File: src/dft_pkg.sv
// Shared constants and types for the eight-point DFT butterfly engine
package dft_pkg;

	// Complex word layout
	localparam int PART_W = 16;
	localparam int CPLX_W = 32;

	// Scratch-pad store
	localparam int MEM_DEPTH = 16;
	localparam int ADDR_W    = 4;

	// Stored program and instruction timing
	localparam int PROG_LEN        = 80;
	localparam int PC_W            = 7;
	localparam int CLOCK_PERIOD_PS = 4000;
	localparam int PROG_CYCLE_PS   = 7750000;
	// Longest time per instruction, rounded down to whole clocks
	localparam int INSTR_CYCLES    = PROG_CYCLE_PS / (PROG_LEN * CLOCK_PERIOD_PS);
	localparam int SUB_W           = 5;
	localparam logic [SUB_W-1:0] SUB_FIRST = 5'h00;
	localparam logic [SUB_W-1:0] SUB_LAST  = SUB_W'(INSTR_CYCLES - 1);
	localparam logic [PC_W-1:0]  PC_FIRST  = 7'h00;
	localparam logic [PC_W-1:0]  PC_LAST   = PC_W'(PROG_LEN - 1);

	// Timing pulse positions in the operand field
	localparam int PULSE_W    = 12;
	localparam int P_MAG      = 11;
	localparam int P_OUT      = 10;
	localparam int P_STORE_L  = 9;
	localparam int P_STORE_R  = 8;
	localparam int P_CANC_WR  = 7;
	localparam int P_FIRST_OPERAND_STROBE    = 6;
	localparam int P_PATH_SW  = 5;
	localparam int P_MODE     = 4;
	localparam int P_SECOND_OPERAND_STROBE    = 3;
	localparam int P_HALF_SEL = 2;
	localparam int P_HOLD     = 1;
	localparam int P_ZVF      = 0;

	// Input block framing: ten samples, the first two dropped
	localparam int CNT_W = 4;
	localparam logic [CNT_W-1:0] BLOCK_SKIP = 4'h2;
	localparam logic [CNT_W-1:0] BLOCK_LAST = 4'h9;
	localparam logic [CNT_W-1:0] CNT_RESET  = 4'h0;

	// Sample buffer
	localparam int FIFO_DEPTH = 16;

	// Scaler shifts and rounding corrections
	localparam int SCALE_W = 18;
	localparam int SH_A    = 1;
	localparam int SH_B    = 3;
	localparam int SH_C    = 4;
	localparam int SH_D    = 6;
	localparam int SH_E    = 8;
	localparam logic [SCALE_W-1:0] CORR_POS_DIV8 = 18'h00000;
	localparam logic [SCALE_W-1:0] CORR_POS      = 18'h00001;
	localparam logic [SCALE_W-1:0] CORR_NEG_EVEN = 18'h00003;
	localparam logic [SCALE_W-1:0] CORR_NEG_ODD  = 18'h00004;

	typedef struct packed {
		logic signed [PART_W-1:0] re;
		logic signed [PART_W-1:0] im;
	} cplx_t;

	typedef struct packed {
		cplx_t y1;
		cplx_t y2;
	} pair_t;

	typedef struct packed {
		logic [PULSE_W-1:0] pulses;
		logic [ADDR_W-1:0]  addr;
	} instr_t;

	localparam cplx_t CPLX_ZERO = 32'h00000000;

endpackage : dft_pkg

File: src/dft_butterfly_processor.sv
// Sample FIFO and the DFT butterfly engine with its stored-program controller
`timescale 1ns/1ps

module sample_fifo
	import dft_pkg::*;
#(
	parameter int WIDTH = 32,
	parameter int DEPTH = 16
) (
	// Clock and reset
	input  wire logic             i_clock,
	input  wire logic             i_reset_n,
	// Filling side
	input  wire logic             i_wr_valid,
	input  wire logic [WIDTH-1:0] i_wr_data,
	output logic                  o_wr_ready,
	// Draining side
	output logic                  o_rd_valid,
	output logic      [WIDTH-1:0] o_rd_data,
	input  wire logic             i_rd_ready
);
	localparam int PTR_W = $clog2(DEPTH);

	typedef struct packed {
		logic [DEPTH-1:0][WIDTH-1:0] mem;
		logic [PTR_W-1:0]            wptr;
		logic [PTR_W-1:0]            rptr;
		logic [PTR_W:0]              count;
	} fifo_state_t;

	fifo_state_t s_q;
	fifo_state_t s_d;
	logic        push;
	logic        pop;

	assign o_wr_ready = (s_q.count != (PTR_W+1)'(DEPTH));
	assign o_rd_valid = (s_q.count != '0);
	assign o_rd_data  = s_q.mem[s_q.rptr];
	assign push       = i_wr_valid & o_wr_ready;
	assign pop        = o_rd_valid & i_rd_ready;

	always_comb begin
		s_d = s_q;
		if (push) begin
			s_d.mem[s_q.wptr] = i_wr_data;
			s_d.wptr          = s_q.wptr + 1'b1;
		end
		if (pop) begin
			s_d.rptr = s_q.rptr + 1'b1;
		end
		// Simultaneous push and pop leaves the count alone
		case ({push, pop})
			2'b10:   s_d.count = s_q.count + 1'b1;
			2'b01:   s_d.count = s_q.count - 1'b1;
			default: s_d.count = s_q.count;
		endcase
	end

	always_ff @(posedge i_clock or negedge i_reset_n) begin
		if (!i_reset_n) begin
			s_q <= '0;
		end else begin
			s_q <= s_d;
		end
	end

endmodule : sample_fifo

// Notes on behaviour
// - Complex words are 32 bits: real half on top, imaginary half below.
// - Scratch-pad holds sixteen complex words, enough for the fourteen needed.
// - Combiner takes two complex operands, gives two sums/differences, one mode line.
// - Straight mode: Y1 is X1 plus X2, Y2 is X1 minus X2.
// - Rotated mode: X2 multiplied by j before adding to and subtracting from X1.
// - Pass 3 is straight mode fed with the scaled rotated sum of X2.
// - Pass 4 is rotated mode fed with the scaled rotated sum of X2.
// - Scaled passes first run X2 through both sides in rotated mode.
// - First strobe loads X1; second loads X2 and advances X1 to stage two.
// - Combiner results are written back at the end of the instruction slot.
// - Hold pulse captures the combiner left output for scaling.
// - Scaling is the sum of right shifts by 1, 3, 4, 6 and 8.
// - Real then imaginary parts pass the one scaler, each product kept.
// - Path switch feeds the product instead of memory on the second strobe.
// - Shifts floor toward minus infinity; a carry correction is added.
// - Correction 0, 1, 3 or 4 by sign, evenness and multiple of eight.
// - Controller loops eighty instructions in 7.68 microseconds (24 clocks each).
// - Each instruction has twelve pulse bits and a scratch-pad address.
// - Three stage columns, storage reused after each; sequenced by program.
// - Three range gates interleave within one program loop; set by program.
// - Finished values leave through the output strobe to the weighting stage.
// - Of each ten canceller samples only the last eight are stored.
// - Canceller write strobe moves buffered samples into the scratch-pad.
// - Mode line switches the combiner from straight to rotated.
module dft_butterfly_processor
	import dft_pkg::*;
#(
	parameter instr_t PROGRAM [PROG_LEN] = '{default: '0}
) (
	// Clock and reset
	input  wire logic i_clock,
	input  wire logic i_reset_n,
	// Samples from the canceller
	input  wire logic i_in_valid,
	input  wire cplx_t i_in_data,
	output logic       o_in_ready,
	// Results to the weighting stage
	output logic       o_out_valid,
	output cplx_t      o_out_data,
	// Strobes for the neighbouring circuits
	output logic       o_mag_strobe,
	output logic       o_zvf_strobe
);

	typedef struct packed {
		logic [PC_W-1:0]             pc;
		logic [SUB_W-1:0]            sub;
		cplx_t [MEM_DEPTH-1:0]       mem;
		cplx_t                       x1_first;
		cplx_t                       x1_second;
		cplx_t                       x2;
		cplx_t                       hold;
		cplx_t                       prod;
		logic                        im_pending;
		logic [CNT_W-1:0]            in_cnt;
		cplx_t                       out_data;
		logic                        out_valid;
		logic                        mag;
		logic                        zvf;
	} state_t;

	state_t             s_q;
	state_t             s_d;
	instr_t             instr;
	logic [PULSE_W-1:0] pl;
	logic               slot_start;
	logic               slot_end;
	pair_t              comb;
	logic               in_take;
	logic               in_drop;
	logic               fifo_wr_ready;
	logic               fifo_rd_valid;
	cplx_t              fifo_rd_data;
	logic               fifo_rd_ready;

	// Signed scaling by about 0.707; four chained adders carry the correction
	function automatic logic signed [PART_W-1:0] scale_part(
		input logic signed [PART_W-1:0] x
	);
		logic signed [SCALE_W-1:0] ext;
		logic        [SCALE_W-1:0] corr;
		logic signed [SCALE_W-1:0] cy [4];
		logic signed [SCALE_W-1:0] sum_a;
		logic signed [SCALE_W-1:0] sum_b;
		logic signed [SCALE_W-1:0] sum_c;
		logic signed [SCALE_W-1:0] sum;
		ext = SCALE_W'(x);
		if (!x[PART_W-1]) begin
			corr = (x[2:0] == 3'h0) ? CORR_POS_DIV8 : CORR_POS;
		end else begin
			corr = x[0] ? CORR_NEG_ODD : CORR_NEG_EVEN;
		end
		// A correction of n is n carries of one, spread along the adder chain
		for (int k = 0; k < 4; k++) begin
			cy[k] = (corr > SCALE_W'(k)) ? 18'h00001 : 18'h00000;
		end
		// Arithmetic shifts floor, so the carries even out the sign bias
		// Carries kept signed so the shifts stay arithmetic
		sum_a = (ext >>> SH_A) + (ext >>> SH_B) + cy[0];
		sum_b = sum_a + (ext >>> SH_C) + cy[1];
		sum_c = sum_b + (ext >>> SH_D) + cy[2];
		sum   = sum_c + (ext >>> SH_E) + cy[3];
		return sum[PART_W-1:0];
	endfunction : scale_part

	// Two's complement sums and differences, bits past 16 dropped
	function automatic pair_t combine(
		input cplx_t a,
		input cplx_t b,
		input logic  rotated
	);
		pair_t r;
		if (!rotated) begin
			r.y1.re = a.re + b.re;
			r.y1.im = a.im + b.im;
			r.y2.re = a.re - b.re;
			r.y2.im = a.im - b.im;
		end else begin
			r.y1.re = a.re - b.im;
			r.y1.im = a.im + b.re;
			r.y2.re = a.re + b.im;
			r.y2.im = a.im - b.re;
		end
		return r;
	endfunction : combine

	assign instr      = PROGRAM[s_q.pc];
	assign pl         = instr.pulses;
	assign slot_start = (s_q.sub == SUB_FIRST);
	assign slot_end   = (s_q.sub == SUB_LAST);

	// Mode line picks straight or rotated combining
	assign comb = combine(s_q.x1_second, s_q.x2, pl[P_MODE]);

	// Leading two samples of each block are taken and thrown away
	assign in_drop    = (s_q.in_cnt < BLOCK_SKIP);
	assign in_take    = i_in_valid & o_in_ready;
	assign o_in_ready = in_drop | fifo_wr_ready;

	// Buffer absorbs canceller bursts between program write slots
	assign fifo_rd_ready = slot_start & pl[P_CANC_WR];

	sample_fifo #(
		.WIDTH (CPLX_W),
		.DEPTH (FIFO_DEPTH)
	) u_fifo (
		.i_clock    (i_clock),
		.i_reset_n  (i_reset_n),
		.i_wr_valid (i_in_valid & ~in_drop),
		.i_wr_data  (i_in_data),
		.o_wr_ready (fifo_wr_ready),
		.o_rd_valid (fifo_rd_valid),
		.o_rd_data  (fifo_rd_data),
		.i_rd_ready (fifo_rd_ready)
	);

	always_comb begin
		s_d           = s_q;
		s_d.out_valid = 1'b0;
		s_d.mag       = 1'b0;
		s_d.zvf       = 1'b0;

		// Sequencer: fixed slot length, continuous loop
		if (slot_end) begin
			s_d.sub = SUB_FIRST;
			s_d.pc  = (s_q.pc == PC_LAST) ? PC_FIRST : s_q.pc + 1'b1;
		end else begin
			s_d.sub = s_q.sub + 1'b1;
		end

		// Input block counter
		if (in_take) begin
			s_d.in_cnt = (s_q.in_cnt == BLOCK_LAST) ? CNT_RESET : s_q.in_cnt + 1'b1;
		end

		// Strobes act at the start of a slot
		if (slot_start) begin
			if (pl[P_FIRST_OPERAND_STROBE]) begin
				s_d.x1_first = s_q.mem[instr.addr];
			end
			if (pl[P_SECOND_OPERAND_STROBE]) begin
				// Product replaces memory data while the path switch is set
				s_d.x2        = pl[P_PATH_SW] ? s_q.prod : s_q.mem[instr.addr];
				s_d.x1_second = s_q.x1_first;
			end
			if (pl[P_HOLD]) begin
				s_d.hold = comb.y1;
			end
			if (pl[P_HALF_SEL]) begin
				s_d.prod.re    = scale_part(s_q.hold.re);
				s_d.im_pending = 1'b1;
			end
			if (pl[P_OUT]) begin
				s_d.out_data  = s_q.mem[instr.addr];
				s_d.out_valid = 1'b1;
			end
			s_d.mag = pl[P_MAG];
			s_d.zvf = pl[P_ZVF];
		end

		// Imaginary half follows one clock later through the same scaler
		if (s_q.im_pending) begin
			s_d.prod.im    = scale_part(s_q.hold.im);
			s_d.im_pending = 1'b0;
		end

		// One scratch-pad write per clock; canceller data has priority
		if (slot_start && pl[P_CANC_WR] && fifo_rd_valid) begin
			s_d.mem[instr.addr] = fifo_rd_data;
		end else if (slot_end && pl[P_STORE_L]) begin
			// Written last so the combiner has the whole slot to settle
			s_d.mem[instr.addr] = comb.y1;
		end else if (slot_end && pl[P_STORE_R]) begin
			s_d.mem[instr.addr] = comb.y2;
		end
	end

	always_ff @(posedge i_clock or negedge i_reset_n) begin
		if (!i_reset_n) begin
			s_q <= '0;
		end else begin
			s_q <= s_d;
		end
	end

	assign o_out_valid  = s_q.out_valid;
	assign o_out_data   = s_q.out_data;
	assign o_mag_strobe = s_q.mag;
	assign o_zvf_strobe = s_q.zvf;

endmodule : dft_butterfly_processor

File: config.mk
export PLATFORM = sky130hd
export DESIGN_NAME = dft_butterfly_processor
export DESIGN_NICKNAME = d
export VERILOG_FILES = /design/src/dft_pkg.sv /design/src/dft_butterfly_processor.sv
export SDC_FILE = /design/constraint.sdc
export NUM_CORES = 1
export LEC_CHECK = 0
export ABC_AREA = 1
export BUFFER_PORTS_ARGS = -buffer_cell sky130_fd_sc_hd__buf_2
export CAP_MARGIN = 20
export CORE_MARGIN = 1.5
export CORE_UTILIZATION = 35
export DETAILED_ROUTE_END_ITERATION = 6
export GPL_TIMING_DRIVEN = 0
export PLACE_DENSITY = 0.74
export SLEW_MARGIN = 20
export SYNTH_ARGS = -nofsm -noshare
export SYNTH_HDL_FRONTEND = slang
export SYNTH_SLANG_ARGS = --single-unit
File: constraint.sdc
create_clock -name i_clock -period 2.05 [get_ports i_clock]
set_input_delay 0 -clock i_clock [delete_from_list [all_inputs] [get_ports i_clock]]
set_output_delay 0 -clock i_clock [all_outputs]
set_load 0.02 [all_outputs]
==> results.cfg <==
[logic_synthesis]
netlist_instances = 107
ys_seq_area_share_pct = 26.7
yosysUniqueCellTypes = 20
synth_seq_cells = 9
syn_area_um2 = 845
ys_warn_count = 0
avgSynthCellArea_um2 = 7.89

[critical_path]
slowest_stage = dfrtp_1
cp-end-kind = output pin
cp_data_required_time_ps = 2050
startpoint = u_fifo.s_q[0]
critPathMaxStageDelay_ps = 410
cp_max_fo = 4
r2r-start = u_fifo.s_q[0]
worstSetupStartpointType = register
crit_chain = inv_1, ha_1, nand2_2, nor2_8, nand2_4, buf_2
r2r_setup_slack_ps = 760
crit_type = register to output pin
worst_ep_arrival_time_ps = 1420
path_delay_family = flip-flops
critPathBufInv = 2

[floorplanning]
start_util_pct = 37.5
num_rows = 17
dieHeight_um = 52.1
die_w_um = 52.1
die-area_mm2 = 0.00272
core-area_mm2 = 0.00225
io_pins = 71

[pwr]
power_density_mw_per_mm2 = 975
power.leakage_uw = 0.000651
ir_worst_vdd_mv = 0.427

[cells_and_area]
fin_cells = 177
fin_util_pct = 46.9
drive_gt1_share_pct = 34.9
fin_area_mm2 = 0.00106
layout.nets = 187
num-fill-cells = 232
seq_area_um2 = 225
antenna_cells = 0
syn2layout_area_growth_pct = 25.3
multi_input_area_um2 = 450

[clock_tree]
ctsResizeCount = 0
clock_path_buffers = 2
insertion_delay_ps = 260
cts.htree.levels = 1
cts_tree = built
clk_pin_slew_ps = 60
cts_num_sinks = 9
cts_buffers = 3
ctsHoldBuffers = 1
cts_root_buffer = clkbuf_4
postCtsSetupBuffers = 0

[global_route]
grt_pass1_vias = 543
grt_first_pass_wirelength_um = 2060
grt.overflow.total = 0
grt_max_degree = 10
antenna_found_initial = 0
grt_usage_pct = 10.8

[sta]
fin_crit_ps = 1420
setup_violations = 0
skew_ps = 1.66
slew_viol_final = 0
finalHoldViolations = 0
max_freq_ghz = 0.702
rsz0062_at_grt = false
fin_setup_tns_ps = 0
min_period_over_period_pct = 69.5

[min_path]
hold_start = i_in_valid
hold_path.class = input pin to register

[drt]
drc_errors = 0
dr.pass1.iters = 4
routed_via_density = 3.74
drt-total-wl_um = 1320
drt_iter0_markers = 8
vias = 662
drtAntennaViolNets = 0
wl_per_cell_um = 7.46

[placement]
routabilityCongestion = 0.804
dpl-instance-area_mm2 = 0.00102
dp_cells = 172
dp_hpwl_um = 1020
port_buffers = 3

[run]
maxCapViolations = 0

[outcome]
outcome = completed
## Yosys cell counts, drive strengths merged
master  instances  area [um2]
buf            35         263
nand2          32         143
dfrtp           9         225
inv             9        33.8
nand3           5        37.5
nor2            4        47.6
o21ai           3        15.0
ha              2        25.0
nand4           2        12.5
xor2            2        17.5
a21oi           1        5.00
conb            1        3.75
nand3b          1        7.51
xnor2           1        8.76
## report_power, final
group | switching [uW] | leakage [uW] | internal [uW]
Clock | 62.3 | 0.0000150 | 75.0
Combinational | 343 | 0.000522 | 203
Sequential | 90.3 | 0.000114 | 258
Total | 495 | 0.000651 | 537
## final cells by class
cell class / count / share of cell area (%)
flip-flops and latches: 9 / 21.3
plain buffers: 35 / 24.8
clock buffers: 4 / 2.48
well taps: 28 / 3.31
repair buffers: 4 / 2.36
multi-input cells: 88 / 42.6
inverters: 9 / 3.19
## flip-flops by register name (all words and copies together) (netlist names)
name / cells
u_fifo.s_q: 5
s_q: 4
## layout by cell type, fill, tap and decap left out, types with 2 or more instances in the layout
master / n
nand2_4: 2
xor2_1: 2
o21ai_1: 2
ha_1: 2
buf_4: 35
dfrtp_1: 9
nand3_1: 4
inv_2: 3
buf_2: 3
inv_1: 6
nor2_1: 2
nand2_1: 27
nor2_8: 2
conb_1: 35
nand2_2: 3
nand4_1: 2
clkbuf_4: 3
## cell families after synthesis
family                     share of synthesized area (%)
DFF                                                 26.7
adders and majority gates                           2.96
other                                              0.444
buffers and inverters                               35.1
AOI/OAI and AO/OA                                   2.37
xor gates and xnor gates                            3.11
and+or+nand+nor                                     29.3
## metal layers
metal / part of all wire, % / global-route usage, %
met2: 52 / 18.6
met5: 0 / 0
met4: 1.9 / 9.65
met3: 9.3 / 2.59
met1: 37 / 10.7
## path summary, 6_finish.rpt
kind / to / depth (start not counted)
max in group asynchronous: u_fifo.s_q[4] / 2
hold / removal: s_q[35] / 3
setup / recovery: o_in_ready / 6
hold reg to reg: u_fifo.s_q[3] / 2
setup reg to reg: u_fifo.s_q[0] / 8
min in group asynchronous: s_q[35] / 2
## worst register-to-register path: stages, from the launching register on
cell	delay [ps]
dfrtp_1	390
inv_1	80
ha_1	210
nand2_2	110
nor2_8	70
nor2_8	160
inv_2	70
nand2_1	60
nand2_1	50
## metrics by stage
| step | hold slack [ps] | worst slack (ps) | power (uW) |
|---|---|---|---|
| 2_1_floorplan | -296 | 846 | 801 |
| 3_3_place_gp | -140 | 816 | 851 |
| 3_5_place_dp | -137 | 776 | 883 |
| 4_1_cts | 41.1 | 613 | 1040 |
| 5_1_grt | 62.3 | 551 | 1140 |
| 6_report | 48.8 | 625 | 1030 |
(Power assumes the default switching activity.)
